`src/logic/scst_defines.svh`:
```
// constants for the synchronous character serial transceiver
`ifndef SCST_DEFINES_SVH
`define SCST_DEFINES_SVH

`define SCST_OFF_STATUS 8'h00
`define SCST_OFF_RXDATA 8'h04
`define SCST_OFF_CTRL 8'h08
`define SCST_OFF_CONFIG 8'h0C

`define SCST_SW_RXRST_BIT 0
`define SCST_SW_CLR_BIT 1
`define SCST_SW_RST_VAL 2'h0

// reset control: 8 bits, parity omitted, odd sense
`define SCST_CTRL_RST_VAL 4'hE

`define SCST_LEN5 4'h5
`define SCST_LEN6 4'h6
`define SCST_LEN7 4'h7
`define SCST_LEN8 4'h8
`define SCST_FRAME_MAX 4'h9
`define SCST_CNT_ONE 4'h1
`define SCST_CNT_ZERO 4'h0

`define SCST_MASK5 8'h1F
`define SCST_MASK6 8'h3F
`define SCST_MASK7 8'h7F
`define SCST_MASK8 8'hFF

`endif

```
`src/logic/scst_pkg.sv`:
```
// types for the synchronous character serial transceiver
package scst_pkg;

   // latched format control
   typedef struct packed {
      logic len_hi;
      logic len_lo;
      logic omit;
      logic sense;
   } scst_ctrl_t;

   // all pins from outside the pclk domain, synchronised as one group
   typedef struct packed {
      logic tx_shift_clock;
      logic rx_shift_clock;
      logic rx_serial_in;
      logic tx_sync_load_strobe;
      logic tx_data_load_strobe;
      logic rx_sync_load_strobe;
      logic rx_reset;
      logic rx_avail_clear;
      logic rx_output_enable;
      logic control_latch_strobe;
      scst_ctrl_t ctrl;
      logic [7:0] input_bus;
   } scst_pin_t;

   // status word, bit 0 first from the right
   typedef struct packed {
      logic sync_char_sent;
      logic tx_buffer_empty;
      logic rx_searching;
      logic rx_parity_error;
      logic rx_overrun;
      logic sync_char_found;
      logic rx_char_available;
   } scst_status_t;

   typedef enum logic {
      SCST_RX_SEARCH = 1'b0,
      SCST_RX_CHAR = 1'b1
   } scst_rx_mode_t;

endpackage

```
`src/logic/scst_top.sv`:
```
// synchronous character serial transceiver with apb status port
//
// Overview of operation
// - tx_buffer_empty high while holding register free
// - next character: data if strobed, else sync
// - sync_char_sent marks sync character loaded
// - input bus loads three registers, separate strobes
// - rx_reset forces receive flags low
// - rx_reset release starts bit-by-bit sync search
// - match loads holding register, enters character mode
// - sync_char_found tracks each loaded character
// - parity mismatch raises rx_parity_error
// - transmit shifts on tx clock rising edge
// - receive samples on rx clock falling edge
// - rx_avail_clear forces rx_char_available low
// - rx_data_oe_n low while enabled, rx_data_out always driven
// - rx_char_available rises after complete character
// - uncleared previous character gives rx_overrun
// - data right-justified, unused upper lines low
// - two select inputs give 5 to 8 bits
// - parity_omit drops parity bit, clears parity error
// - next character loaded at last bit start
// - flags at frame end, available one edge later
`timescale 1ns/1ps
`include "scst_defines.svh"

module scst_top
   import scst_pkg::*;
(
   // clock and reset
   input wire logic pclk,
   input wire logic presetn,
   // apb slave
   input wire logic [7:0] paddr,
   input wire logic psel,
   input wire logic penable,
   input wire logic pwrite,
   input wire logic [31:0] pwdata,
   output logic [31:0] prdata,
   output logic pready,
   output logic pslverr,
   // parallel input side
   input wire logic [7:0] input_bus,
   input wire logic tx_sync_load_strobe,
   input wire logic tx_data_load_strobe,
   input wire logic rx_sync_load_strobe,
   input wire logic control_latch_strobe,
   input wire logic word_len_sel_hi,
   input wire logic word_len_sel_lo,
   input wire logic parity_omit,
   input wire logic parity_sense_sel,
   // receive control and status
   input wire logic rx_reset,
   input wire logic rx_avail_clear,
   input wire logic rx_output_enable,
   output logic rx_char_available,
   output logic rx_overrun,
   output logic rx_parity_error,
   output logic sync_char_found,
   output logic [7:0] rx_data_out,
   output logic rx_data_oe_n,
   // transmit status
   output logic tx_buffer_empty,
   output logic sync_char_sent,
   // serial line
   input wire logic tx_shift_clock,
   input wire logic rx_shift_clock,
   input wire logic rx_serial_in,
   output logic tx_serial_out
);

   // ****************************************************************
   // helper functions
   // ****************************************************************
   // select pair to length
   function automatic logic [3:0] char_bits(input scst_ctrl_t c);
      case ({c.len_hi, c.len_lo})
         2'b00: char_bits = `SCST_LEN5;
         2'b01: char_bits = `SCST_LEN6;
         2'b10: char_bits = `SCST_LEN7;
         default: char_bits = `SCST_LEN8;
      endcase
   endfunction

   function automatic logic [7:0] char_mask(input scst_ctrl_t c);
      case ({c.len_hi, c.len_lo})
         2'b00: char_mask = `SCST_MASK5;
         2'b01: char_mask = `SCST_MASK6;
         2'b10: char_mask = `SCST_MASK7;
         default: char_mask = `SCST_MASK8;
      endcase
   endfunction

   function automatic logic [3:0] frame_len(input scst_ctrl_t c);
      frame_len = char_bits(c) + {3'h0, ~c.omit};
   endfunction

   // sense high asks for even parity, data plus parity bit
   function automatic logic parity_bit(input logic [7:0] d,
                                       input logic sense);
      parity_bit = sense ? (^d) : ~(^d);
   endfunction

   function automatic logic [8:0] make_frame(input logic [7:0] d,
                                             input scst_ctrl_t c);
      logic [8:0] f;
      logic [7:0] m;
      m = d & char_mask(c);
      f = {1'b0, m};
      if (!c.omit) begin
         f[char_bits(c)] = parity_bit(m, c.sense);
      end
      make_frame = f;
   endfunction

   // ****************************************************************
   // pin synchronisers
   // ****************************************************************
   scst_pin_t pin_raw;
   scst_pin_t pin_s1_q;
   scst_pin_t pin_s2_q;
   logic tclk_s3_q;
   logic rclk_s3_q;

   assign pin_raw = '{
      tx_shift_clock: tx_shift_clock,
      rx_shift_clock: rx_shift_clock,
      rx_serial_in: rx_serial_in,
      tx_sync_load_strobe: tx_sync_load_strobe,
      tx_data_load_strobe: tx_data_load_strobe,
      rx_sync_load_strobe: rx_sync_load_strobe,
      rx_reset: rx_reset,
      rx_avail_clear: rx_avail_clear,
      rx_output_enable: rx_output_enable,
      control_latch_strobe: control_latch_strobe,
      ctrl: '{len_hi: word_len_sel_hi, len_lo: word_len_sel_lo,
              omit: parity_omit, sense: parity_sense_sel},
      input_bus: input_bus};

   always_ff @(posedge pclk or negedge presetn) begin
      if (!presetn) begin
         pin_s1_q <= '0;
         pin_s2_q <= '0;
         tclk_s3_q <= 1'b0;
         rclk_s3_q <= 1'b0;
      end else begin
         pin_s1_q <= pin_raw;
         pin_s2_q <= pin_s1_q;
         tclk_s3_q <= pin_s2_q.tx_shift_clock;
         rclk_s3_q <= pin_s2_q.rx_shift_clock;
      end
   end

   logic tx_rise;
   logic rx_fall;
   assign tx_rise = pin_s2_q.tx_shift_clock & ~tclk_s3_q;
   assign rx_fall = ~pin_s2_q.rx_shift_clock & rclk_s3_q;

   // ****************************************************************
   // apb registers
   // ****************************************************************
   logic [1:0] sw_ctrl_q;
   logic [31:0] prdata_q;
   logic rx_rst;
   logic avail_clr;
   logic addr_hit;
   scst_status_t status;
   scst_ctrl_t ctrl_q;
   scst_rx_mode_t rx_mode_q;
   logic [7:0] rx_hold_q;

   assign addr_hit = (paddr == `SCST_OFF_STATUS) ||
                     (paddr == `SCST_OFF_RXDATA) ||
                     (paddr == `SCST_OFF_CTRL) ||
                     (paddr == `SCST_OFF_CONFIG);
   assign pready = 1'b1;
   assign pslverr = psel & penable & ~addr_hit;
   assign prdata = prdata_q;

   // software levels add to the pins, they do not replace them
   assign rx_rst = pin_s2_q.rx_reset | sw_ctrl_q[`SCST_SW_RXRST_BIT];
   assign avail_clr = pin_s2_q.rx_avail_clear |
                      sw_ctrl_q[`SCST_SW_CLR_BIT];

   always_ff @(posedge pclk or negedge presetn) begin
      if (!presetn) begin
         sw_ctrl_q <= `SCST_SW_RST_VAL;
      end else if (psel && penable && pwrite &&
                   paddr == `SCST_OFF_CTRL) begin
         sw_ctrl_q <= pwdata[1:0];
      end
   end

   // read data captured in the setup cycle, stable through access
   always_ff @(posedge pclk or negedge presetn) begin
      if (!presetn) begin
         prdata_q <= 32'h0;
      end else if (psel && !penable && !pwrite) begin
         case (paddr)
            `SCST_OFF_STATUS: prdata_q <= {25'h0, status};
            `SCST_OFF_RXDATA: prdata_q <= {24'h0, rx_hold_q};
            `SCST_OFF_CTRL: prdata_q <= {30'h0, sw_ctrl_q};
            `SCST_OFF_CONFIG: prdata_q <= {28'h0, ctrl_q};
            default: prdata_q <= 32'h0;
         endcase
      end
   end

   // ****************************************************************
   // parallel loads
   // ****************************************************************
   logic [7:0] tx_sync_q;
   logic [7:0] tx_hold_q;
   logic [7:0] rx_sync_q;

   always_ff @(posedge pclk or negedge presetn) begin
      if (!presetn) begin
         ctrl_q <= `SCST_CTRL_RST_VAL;
      end else if (pin_s2_q.control_latch_strobe) begin
         ctrl_q <= pin_s2_q.ctrl;
      end
   end

   always_ff @(posedge pclk or negedge presetn) begin
      if (!presetn) begin
         tx_sync_q <= 8'h00;
         tx_hold_q <= 8'h00;
         rx_sync_q <= 8'h00;
      end else begin
         if (pin_s2_q.tx_sync_load_strobe) begin
            tx_sync_q <= pin_s2_q.input_bus;
         end
         if (pin_s2_q.tx_data_load_strobe) begin
            tx_hold_q <= pin_s2_q.input_bus;
         end
         if (pin_s2_q.rx_sync_load_strobe) begin
            rx_sync_q <= pin_s2_q.input_bus;
         end
      end
   end

   // ****************************************************************
   // transmitter
   // ****************************************************************
   logic [8:0] tx_shift_q;
   logic [3:0] tx_cnt_q;
   logic tx_out_q;
   logic tds_seen_q;
   logic tx_empty_q;
   logic sct_q;
   logic tx_last;
   logic tx_load;

   assign tx_last = tx_cnt_q >= (frame_len(ctrl_q) - `SCST_CNT_ONE);
   // reload at the edge starting the last bit
   assign tx_load = tx_rise & tx_last;

   always_ff @(posedge pclk or negedge presetn) begin
      if (!presetn) begin
         tx_shift_q <= 9'h000;
         tx_cnt_q <= `SCST_CNT_ZERO;
         tx_out_q <= 1'b1;
      end else if (tx_rise) begin
         tx_out_q <= tx_shift_q[0];
         if (tx_last) begin
            tx_shift_q <= make_frame(tds_seen_q ? tx_hold_q : tx_sync_q,
                                     ctrl_q);
            tx_cnt_q <= `SCST_CNT_ZERO;
         end else begin
            tx_shift_q <= {1'b0, tx_shift_q[8:1]};
            tx_cnt_q <= tx_cnt_q + `SCST_CNT_ONE;
         end
      end
   end

   // a strobe in the load cycle counts for the next character
   always_ff @(posedge pclk or negedge presetn) begin
      if (!presetn) begin
         tds_seen_q <= 1'b0;
      end else begin
         tds_seen_q <= pin_s2_q.tx_data_load_strobe |
                       (tds_seen_q & ~tx_load);
      end
   end

   // empty until strobed, again after reload
   always_ff @(posedge pclk or negedge presetn) begin
      if (!presetn) begin
         tx_empty_q <= 1'b1;
      end else if (pin_s2_q.tx_data_load_strobe) begin
         tx_empty_q <= 1'b0;
      end else if (tx_load) begin
         tx_empty_q <= 1'b1;
      end
   end

   always_ff @(posedge pclk or negedge presetn) begin
      if (!presetn) begin
         sct_q <= 1'b0;
      end else if (tx_load) begin
         sct_q <= ~tds_seen_q;
      end
   end

   assign tx_serial_out = tx_out_q;
   assign tx_buffer_empty = tx_empty_q;
   assign sync_char_sent = sct_q;

   // ****************************************************************
   // receiver
   // ****************************************************************
   logic [8:0] rx_shift_q;
   logic [3:0] rx_cnt_q;
   logic [8:0] rx_next;
   logic [8:0] rx_frame;
   logic [7:0] rx_data_w;
   logic rx_par_w;
   logic match_w;
   logic rx_load;
   logic rx_pend_q;
   logic rda_q;
   logic scf_q;
   logic ror_q;
   logic rpe_q;

   // new bit enters at the top; frame realigned to its own length
   assign rx_next = {pin_s2_q.rx_serial_in, rx_shift_q[8:1]};
   assign rx_frame = rx_next >> (`SCST_FRAME_MAX - frame_len(ctrl_q));
   assign rx_data_w = rx_frame[7:0] & char_mask(ctrl_q);
   assign rx_par_w = rx_frame[char_bits(ctrl_q)];
   assign match_w = rx_data_w == (rx_sync_q & char_mask(ctrl_q));

   always_ff @(posedge pclk or negedge presetn) begin
      if (!presetn) begin
         rx_shift_q <= 9'h000;
      end else if (rx_fall) begin
         rx_shift_q <= rx_next;
      end
   end

   // search after each bit, held while in reset
   always_comb begin
      case (rx_mode_q)
         SCST_RX_SEARCH: rx_load = rx_fall & ~rx_rst & match_w;
         SCST_RX_CHAR: rx_load = rx_fall & ~rx_rst &
            (rx_cnt_q >= (frame_len(ctrl_q) - `SCST_CNT_ONE));
         default: rx_load = 1'b0;
      endcase
   end

   always_ff @(posedge pclk or negedge presetn) begin
      if (!presetn) begin
         rx_mode_q <= SCST_RX_SEARCH;
         rx_cnt_q <= `SCST_CNT_ZERO;
      end else if (rx_rst) begin
         rx_mode_q <= SCST_RX_SEARCH;
         rx_cnt_q <= `SCST_CNT_ZERO;
      end else if (rx_load) begin
         rx_mode_q <= SCST_RX_CHAR;
         rx_cnt_q <= `SCST_CNT_ZERO;
      end else if (rx_fall && rx_mode_q == SCST_RX_CHAR) begin
         rx_cnt_q <= rx_cnt_q + `SCST_CNT_ONE;
      end
   end

   // data and flags settle at the frame's last edge
   always_ff @(posedge pclk or negedge presetn) begin
      if (!presetn) begin
         rx_hold_q <= 8'h00;
      end else if (rx_load) begin
         rx_hold_q <= rx_data_w;
      end
   end

   // receive flags forced low in reset
   always_ff @(posedge pclk or negedge presetn) begin
      if (!presetn) begin
         scf_q <= 1'b0;
         ror_q <= 1'b0;
         rpe_q <= 1'b0;
      end else if (rx_rst) begin
         scf_q <= 1'b0;
         ror_q <= 1'b0;
         rpe_q <= 1'b0;
      end else if (rx_load) begin
         scf_q <= match_w;
         ror_q <= rda_q & ~avail_clr;
         // parity check against the selected sense
         rpe_q <= ~ctrl_q.omit &
                  (rx_par_w != parity_bit(rx_data_w, ctrl_q.sense));
      end
   end

   always_ff @(posedge pclk or negedge presetn) begin
      if (!presetn) begin
         rx_pend_q <= 1'b0;
      end else if (rx_rst) begin
         rx_pend_q <= 1'b0;
      end else begin
         rx_pend_q <= rx_load | (rx_pend_q & ~rx_fall);
      end
   end

   // available one falling edge after the load
   always_ff @(posedge pclk or negedge presetn) begin
      if (!presetn) begin
         rda_q <= 1'b0;
      end else if (rx_rst || avail_clr) begin
         // clear level holds the flag low
         rda_q <= 1'b0;
      end else if (rx_pend_q && rx_fall) begin
         rda_q <= 1'b1;
      end
   end

   assign rx_char_available = rda_q;
   assign sync_char_found = scf_q;
   assign rx_overrun = ror_q;
   // omitted parity never reports an error
   assign rx_parity_error = rpe_q & ~ctrl_q.omit;
   assign rx_data_oe_n = ~pin_s2_q.rx_output_enable;
   assign rx_data_out = rx_hold_q;

   assign status = '{
      sync_char_sent: sct_q,
      tx_buffer_empty: tx_empty_q,
      rx_searching: rx_mode_q == SCST_RX_SEARCH,
      rx_parity_error: rx_parity_error,
      rx_overrun: ror_q,
      sync_char_found: scf_q,
      rx_char_available: rda_q};
endmodule

```
`config.mk`:
```
export PLATFORM = sky130hd
export DESIGN_NAME = scst_top
export DESIGN_NICKNAME = d
export VERILOG_FILES = /design/src/logic/scst_pkg.sv /design/src/logic/scst_top.sv
export VERILOG_INCLUDE_DIRS = /design/src /design/src/logic
export SDC_FILE = /design/constraint.sdc
export NUM_CORES = 1
export LEC_CHECK = 0
export BUFFER_PORTS_ARGS = -buffer_cell sky130_fd_sc_hd__buf_2
export CAP_MARGIN = 30
export CORE_ASPECT_RATIO = 0.8
export CORE_UTILIZATION = 50
export DETAILED_ROUTE_END_ITERATION = 10
export PLACE_DENSITY = 0.7
export SLEW_MARGIN = 20
export SYNTH_ARGS = -nofsm -noshare
export SYNTH_HDL_FRONTEND = slang
export SYNTH_SLANG_ARGS = --single-unit
```
`constraint.sdc`:
```
create_clock -name pclk -period 3.8 [get_ports pclk]
set_input_delay 0.57 -clock pclk [delete_from_list [all_inputs] [get_ports pclk]]
set_output_delay 0.57 -clock pclk [all_outputs]
set_load 0.02 [all_outputs]
```
Word-level counts from Yosys, hierarchy flattened
Cells that the tools add are included.
Word-level totals
  ROM bits: 0
  register bits after elaboration: 152
  logic and storage cells: 168
  input bits: 67
  bits in latches: 0
  memories kept: 0
  output and inout port bits: 50
  memory bits (writable): 0
Cells by class
  muxes and demuxes: 37
  divide/modulo/power cells: 0
  $mul: 0
  reduce and logical (&&, ||, !) cells: 22
  bitwise gates (word level): 33
  $lt $le $gt $ge: 5
  add/subtract/negate cells: 7
  shift-type cells: 1
  eq/ne operators: 7
Operator list (number)
  2-to-1 mux 4 bit: 8
  one-hot mux 8 bit (4 select lines): 1
  bitwise AND 8 bit: 3
  2-to-1 mux 8 bit: 3
  one-hot mux 8 bit (3 select lines): 1
  2-to-1 mux 9 bit: 2
  2-to-1 mux 1 bit: 17
  == test 8 x 4 -> 1 bit (second input constant): 2
  parity 8 bit: 2
  bitwise AND 1 bit: 13
  inverter 1 bit: 13
  one-hot mux 4 bit (3 select lines): 1
  < comparator 4 x 5 -> 1 bit (second input constant): 2
  bitwise mux 9 bit: 1
  >> shifter 9 x 4 -> 9 bit: 1
  adder 4 x 1 -> 4 bit: 2
  adder 4 x 1 -> 4 bit (second input constant): 2
  == test 8 x 3 -> 1 bit (second input constant): 1
  == test 8 bit: 1
  >= comparator 4 bit: 2
  logical AND 1 bit: 8
  zero test 8 bit: 1
  subtractor 4 x 1 -> 4 bit (second input constant): 2
  nonzero test 2 bit: 3
  other kinds (13): 20

Depth between registers and ports, before layout
Gate-level depths: netlist of the first run.
  depth in word-level cells: 14
  mapped depth: 16
  mapped depth without buffers: 14

Worst setup path after synthesis of the first run
Ideal clock, no wire load.
  path type: reg-to-reg
  start point: register ctrl_q[2] (netlist bit)
  end point: register rx_hold_q[3], in the netlist rx_data_out[3]
  cell stages (with the launch flop): 14
  data arrival time: 3.285 ns
  path buffers: 3
  period minus slack after synthesis: 3.413 ns
  data required time: 3.672 ns
  slack: 0.387 ns
  setup time: 0.128 ns
  path through: dfstp_2 > inv_1 > ha_1 > fa_1 > buf_2 > nor2b_1 > buf_4 > nand3_2 > o221ai_2 > xor2_1 > or4b_4 > o21ai_2 > buf_6 > mux2_1
Between the ends
  cells in the longest elaborated chain, start to end: 9
  elaborated cells between the ends (all ways): 18
  those cells by class: add/sub: 4; order compare: 1; eq/ne: 3; shift: 1; mux: 4; bitwise: 4; reduce/logical: 1
Ends and longest elaborated chain
  from (decl): RTL line scst_top.sv:168  | scst_ctrl_t ctrl_q;
  from (signal assigned): RTL line scst_top.sv:218  | ctrl_q <= `SCST_CTRL_RST_VAL;
  from (signal assigned): RTL line scst_top.sv:220  | ctrl_q <= pin_s2_q.ctrl;
  == test 2 bit (tied with other cells): RTL line scst_top.sv:77, scst_top.sv:86
  one-hot mux 4 bit (3 select lines): RTL line scst_top.sv:77  | case ({c.len_hi, c.len_lo})
  adder 4 x 1 -> 4 bit: RTL line scst_top.sv:95  | frame_len = char_bits(c) + {3'h0, ~c.omit};
  subtractor 4 bit (no line)
  >> shifter 9 x 4 -> 9 bit: RTL line scst_top.sv:328  | assign rx_frame = rx_next >> (`SCST_FRAME_MAX - frame_len(ctrl_q));
  bitwise AND 8 bit: RTL line scst_top.sv:329  | assign rx_data_w = rx_frame[7:0] & char_mask(ctrl_q);
  == test 8 bit: RTL line scst_top.sv:331  | assign match_w = rx_data_w == (rx_sync_q & char_mask(ctrl_q));
  bitwise AND 1 bit: RTL line scst_top.sv:344  | SCST_RX_SEARCH: rx_load = rx_fall & ~rx_rst & match_w;
  one-hot mux 1 bit (2 select lines): RTL line scst_top.sv:343  | case (rx_mode_q)
  to (signal assigned): RTL line scst_top.sv:371  | rx_hold_q <= rx_data_w;
  to (decl): RTL line scst_top.sv:170  | logic [7:0] rx_hold_q;
Several ways; a longest one is shown, not always the timed one. The select of a mux whose other input is x is not followed.
A chain may end at the register's enable or synchronous reset.

Final worst setup path of the first run
  start point: register ctrl_q[1] (netlist bit)
  end point: register rx_hold_q[3], in the netlist rx_data_out[3]
Between the ends
  cells in the longest elaborated chain, start to end: 8
  elaborated cells between the ends (all ways): 12
  those cells by class: add/sub: 4; order compare: 1; eq/ne: 1; shift: 1; mux: 1; bitwise: 4
Ends and longest elaborated chain (RTL line)
  inverter 1 bit (*): scst_top.sv:95
  adder 4 x 1 -> 4 bit: scst_top.sv:95
  subtractor 4 bit (no line)
  >> shifter 9 x 4 -> 9 bit: scst_top.sv:328
  bitwise AND 8 bit: scst_top.sv:329
  == test 8 bit: scst_top.sv:331
  bitwise AND 1 bit: scst_top.sv:344
  one-hot mux 1 bit (2 select lines): scst_top.sv:343
Every way passes the cells marked *; elsewhere a longest branch is shown, timed or not.

==> results of run 1 <==
power breakdown:
part	total [W]	internal [W]	switching [W]
clock	0.00169	0.00101	0.000680
sequential	0.00167	0.00152	0.000147
combinational	0.00110	0.000489	0.000611
flip-flops by register name (all words and copies together) (netlist names), 2 cells and up:
signal / cells
rx_data_out: 8
pin_s2_q: 22
rx_sync_q: 8
rx_cnt_q: 4
tx_shift_q: 9
ctrl_q: 4
sw_ctrl_q: 2
tx_sync_q: 8
tx_hold_q: 8
pin_s1_q: 22
tx_cnt_q: 4
rx_shift_q: 8
prdata: 8
metal layers:
layer | wire length [um] | vias up | global-route usage
li1 | - | 1936 | -
met5 | 0 | - | 0
met3 | 762 | 20 | 0.06423
met1 | 5723 | 2002 | 0.2977
met2 | 5748 | 142 | 0.3300
met4 | 263 | 0 | 0.07880
worst max-delay path, delay by kind of cell, from the launching register on:
family                     cells  cell delay [ns]
buffers and inverters          3             0.53
and+or+nand+nor                5             1.21
DFF                            1             0.53
muxes                          1             0.33
adders and majority gates      2             0.71
AOI/OAI and AO/OA              1             0.18
final cells by class:
| class | count | area, um^2 |
|---|---|---|
| Sequential cell | 127 | 3184 |
| Timing Repair Buffer | 77 | 440.4 |
| Multi-Input combinational cell | 364 | 2604 |
| Tap cell | 148 | 185.2 |
| Clock inverter | 15 | 193.9 |
| Fill cell | 927 | 4563 |
| Clock buffer | 17 | 425.4 |
| Inverter | 14 | 52.55 |
per-stage QoR:
step	worst slack, ns	hold WS, ns
after floorplan	0.3870	0.2744
after global placement	0.2851	0.3312
after detailed placement	0.2440	0.3347
after CTS	0.2269	0.2393
after global routing	0.01521	0.2310
final	0.1936	0.2248
worst max path at each step:
stage                    from              to  slack, ns  depth (start not counted)
floorplan           ctrl_q[2]  rx_data_out[3]       0.39                         13
global placement    ctrl_q[1]  rx_data_out[3]       0.29                         12
detailed placement  ctrl_q[1]  rx_data_out[3]       0.24                         12
CTS                 ctrl_q[1]  rx_data_out[3]       0.23                         11
global route        ctrl_q[1]  rx_data_out[1]       0.02                         12
finish              ctrl_q[1]  rx_data_out[3]       0.19                         12
cells in the final DEF (no fill, tap or decap), types with 13 or more instances in the layout:
master | netlist | routed
a21oi_1 | 13 | 13
nand2_1 | 46 | 46
conb_1 | 2 | 25
mux2i_1 | 19 | 19
mux2_2 | 41 | 41
ha_1 | 18 | 18
xnor2_1 | 17 | 17
buf_2 | 5 | 60
nor2_1 | 30 | 30
nand3_1 | 14 | 14
buf_4 | 29 | 16
dfrtp_1 | 122 | 122
o21ai_0 | 37 | 37
clkbuf_16 | 0 | 17
inv_1 | 13 | 13
cells by family (layout without fill, tap and decap cells):
kind of cell / count (synthesis) / count (layout) / synth area share
other: 2 / 25 / 0.001238
DFF: 127 / 127 / 0.5247
xor gates and xnor gates: 26 / 26 / 0.03979
muxes: 70 / 70 / 0.1328
buffers and inverters: 63 / 123 / 0.06041
adders and majority gates: 19 / 19 / 0.04041
and+or+nand+nor: 144 / 144 / 0.1184
AOI/OAI and AO/OA: 80 / 80 / 0.08227
==> impl_metrics.tcl, run 1 <==
set metrics [dict create \
    hold_class "in2async" \
    cp.required_ns 4.10 \
    dp.cells 730 \
    wl_per_cell_um 16.40 \
    critical_path_class "reg2reg" \
    utilization 0.6083 \
    power.leakage_nw 3.341 \
    core_um2 11650 \
    cts.clk_slew.worst_paths_ns 0.06 \
    die_y_um 100.5 \
    synth_most_common_cell "dfrtp_1" \
    path_max_fanout 11 \
    critPathLaunchType "register" \
    slew_headroom 0.4703 \
    finalSetupViolCount 0 \
    synth_area_um2 6068 \
    final_cell_area_um2 7086 \
    fmax_mhz 277.3 \
    worstMarginPinSlew_ns 0.7946 \
    yosys_warnings 0 \
    reg2reg_depth 12 \
    netlist_instances 531 \
    r2r_slack_ns 0.19 \
    ys_top_cells_by_area "dfrtp_1 (50%), mux2_2 (7.6%), ha_1 (3.7%)" \
    p_per_area_nw_per_um2 629.1 \
    synth_edf_count 0 \
    vias 4100 \
    syn_area_per_cell_um2 11.43 \
    post_cts.repair.setup_buffers 0 \
    status "completed" \
    areaGrowthSynthToFinish_pct 16.76 \
    grt.total_usage 0.2171 \
    first_iter_violations 255 \
    tritoncts "done" \
    io_pins 117 \
    grt_max_degree 65 \
    post_dp_cell_area_um2 6466 \
    gr-total-overflow 0 \
    antenna_left 0 \
    final_nets 687 \
    ys_seq_area_frac 0.5247 \
    antenna_found_initial 0 \
    endpoint_kind "register" \
    final_layout_size_suffix_gt1_frac 0.2785 \
    synth.distinct_cells 62 \
    async_flop_share 1.000 \
    cts-htree-levels 4 \
    floorplan.initialDensity 0.5209 \
    period_share 0.9491 \
    fin_crit_ns 3.606 \
    num_antenna_cells 0 \
    place.port_buffers 61 \
    drc 0 \
    ys_seq_elements 127 \
    fp.dieW_um 125.2 \
    grt_first_pass_wirelength_mm 20.58 \
    fp.dieArea_um2 12580 \
    rr_endpoint "rx_data_out[3]" \
    cts.hold.buffers_added 0 \
    crit_path_cell_trace "inv_1 -> ha_1 -> fa_1 -> buf_4 -> and2b_1 -> nand2b_1 -> nand4b_1 -> nand4b_1 -> or4b_4 -> o21ai_2 -> buf_4 -> mux2_1" \
    grt_pass1_vias 4042 \
    power.total_w 0.004458 \
    place_congestion 0.9212 \
    synth_top_area_frac 0.5031 \
    cts.sinks 127 \
    ir_worst_vdd_uv 387.5 \
    cp_slowest_cell "dfstp_2" \
    fin_skew_ns 0.009707 \
    dr.pass1.iters 7 \
    routed_via_density 5.381 \
    slew_violations 0 \
    r2r_start "ctrl_q[1]" \
    finalHoldViolations 0 \
    synth_area_leader_cell "dfrtp_1" \
    cts_resized 0 \
    rsz0062_at_grt "no" \
    clockBufferDepth 2 \
    arrival_ns 3.91 \
    critPathMaxStageDelay_ns 0.53 \
    clk_latency_ns 0.42 \
    num_rows 35 \
    finalSetupTns_ns 0 \
    numCtsBuffers 17 \
    detailed_place_hpwl_mm 8.974 \
    cap_violations 0 \
    cts_root_buf "clkbuf_16" \
    synthTopCellsByCount "dfrtp_1 (122), nand2_1 (46), mux2_2 (41)" \
    finalWirelength_mm 12.50 \
    finalNonFillerCells 762 \
    synth_flop_cell "dfrtp_1" \
]
No activity file was read; power rests on OpenSTA's default activity.
==> run 2, diff against run 1 <==
- CTS_CLUSTER_DIAMETER: not set -> 60
- RECOVER_POWER: not set -> 100
==> impl_metrics.tcl, run 2 (synthesis gave the netlist of run 1 again) <==
set metrics [dict create \
    io_pins 117 \
    violations "max-capacitance violations, max-slew violations" \
    critical_path_class "reg2reg" \
    cts_root_buf "clkbuf_16" \
    clk_latency_ns 0.41 \
    final_cell_area_um2 7032 \
    ir_worst_vdd_uv 386.0 \
    switching_share 0.3232 \
    utilization 0.6037 \
    core_um2 11650 \
    arrival_ns 3.89 \
    p_int_w 0.003009 \
    final_layout_size_suffix_gt1_frac 0.2345 \
    routed_via_density 5.392 \
    finalWirelength_mm 12.47 \
    seqPwrFrac 0.376 \
    r2r_slack_ns 0.20 \
    cts.sinks 127 \
    hold_class "in2reg" \
    crit_path_cell_trace "inv_1 -> ha_1 -> fa_1 -> nor2_1 -> nand3_1 -> o221ai_2 -> xor2_1 -> or4b_4 -> o21ai_2 -> buf_4 -> mux2_1" \
    drc 0 \
    vias 4109 \
    switching_power_w 0.001437 \
    finalSetupTns_ns 0 \
    combPwrFrac 0.245 \
    gr-total-overflow 0 \
    critPathBufInv 2 \
    grt_pass1_vias 4042 \
    clockBufferDepth 2 \
    critPathTopFamily "simple AND/OR/NAND/NOR gates" \
    finalSetupViolCount 0 \
    min_to "pin_s1_q[13]" \
    die_y_um 100.5 \
    reg_top3 "pin_s1_q: 22 flops, pin_s2_q: 22 flops, tx_shift_q: 9 flops" \
    r2r_start "ctrl_q[1]" \
    slew_violations 130 \
    grt_max_degree 65 \
    final_common_cell "dfrtp_1" \
    final_nets 687 \
    cts.hold.buffers_added 0 \
    fin_skew_ns 0.007457 \
    detailed_place_hpwl_mm 8.974 \
    holdCritStartpoint "rx_output_enable" \
    cts.clk_slew.worst_paths_ns 0.06 \
    fp.dieArea_um2 12580 \
    antenna_left 0 \
    whs_path_depth 1 \
    areaGrowthSynthToFinish_pct 15.88 \
    first_iter_violations 275 \
    grt_first_pass_wirelength_mm 20.58 \
    rr_endpoint "rx_data_out[2]" \
    final_cell_mix "dfrtp_1 (122), nand2_1 (46), mux2_2 (41), o21ai_0 (38), buf_2 (34)" \
    post_cts.repair.setup_buffers 0 \
    p_per_area_nw_per_um2 632.2 \
    fmax_mhz 277.9 \
    place_congestion 0.9212 \
    cp_slowest_cell "or4b_4" \
    post_dp_cell_area_um2 6466 \
    whs_ns 0.2552 \
    clkPwrFrac 0.378 \
    finalHoldViolations 0 \
    worstMarginPinSlew_ns 1.525 \
    path_max_fanout 9 \
    status "finished with violations" \
    wl_per_cell_um 16.37 \
    reg2reg_depth 11 \
    grt.total_usage 0.2171 \
    endpoint_kind "register" \
    numCtsBuffers 17 \
    num_rows 35 \
    cp.required_ns 4.09 \
    cts-htree-levels 4 \
    num_antenna_cells 0 \
    power.leakage_nw 3.223 \
    tritoncts "done" \
    rsz0062_at_grt "no" \
    fin_crit_ns 3.598 \
    fp.dieW_um 125.2 \
    floorplan.initialDensity 0.5209 \
    place.port_buffers 61 \
    critPathLaunchType "register" \
    antenna_found_initial 0 \
    dr.pass1.iters 7 \
    cts_resized 0 \
    cap_violations 2 \
    critPathMaxStageDelay_ns 0.56 \
    slew_headroom -0.01684 \
    period_share 0.9469 \
]
-- run 2: power groups by stage --
stage	combinational (W)	sequential [W]	clock (W)
floorplan	0.000816	0.00167	0
global placement	0.00106	0.00168	0
global route	0.00121	0.00170	0.00178
finish	0.00109	0.00167	0.00168
CTS	0.00110	0.00167	0.00172
detailed placement	0.00109	0.00169	0
-- run 2: layout make-up --
| cell class | instances | area (um^2) |
|---|---|---|
| Timing Repair Buffer | 77 | 386.6 |
| Clock buffer | 17 | 425.4 |
| Multi-Input combinational cell | 364 | 2604 |
| Fill cell | 941 | 4617 |
| Tap cell | 148 | 185.2 |
| Sequential cell | 127 | 3184 |
| Inverter | 14 | 52.55 |
| Clock inverter | 15 | 193.9 |
-- run 2: how the worst max path moves through the flow --
stage / from / to / slack, ns / cells after the start
2_1_floorplan: ctrl_q[2] / rx_data_out[3] / 0.39 / 13
3_3_place_gp: ctrl_q[1] / rx_data_out[3] / 0.29 / 12
5_1_grt: ctrl_q[1] / rx_data_out[1] / 0.02 / 12
3_5_place_dp: ctrl_q[1] / rx_data_out[3] / 0.24 / 12
4_1_cts: ctrl_q[1] / rx_data_out[3] / 0.23 / 11
6_report: ctrl_q[1] / rx_data_out[2] / 0.20 / 11
-- run 2: stage by stage --
stage	std cells	setup WS [ns]	total power, W
after CTS	762	0.2269	0.004493
after global placement	730	0.2851	0.002745
after floorplan	554	0.3870	0.002484
after global routing	762	0.01597	0.004685
final	762	0.2018	0.004446
after detailed placement	730	0.2440	0.002784
-- run 2: metal layers --
layer  track usage  vias up  part of all wire
li1              -     1935                 -
met1        0.2977     2015              0.46
met2        0.3300      141              0.46
met3       0.06423       18             0.056
met4       0.07880        0             0.019
met5             0        -                 0
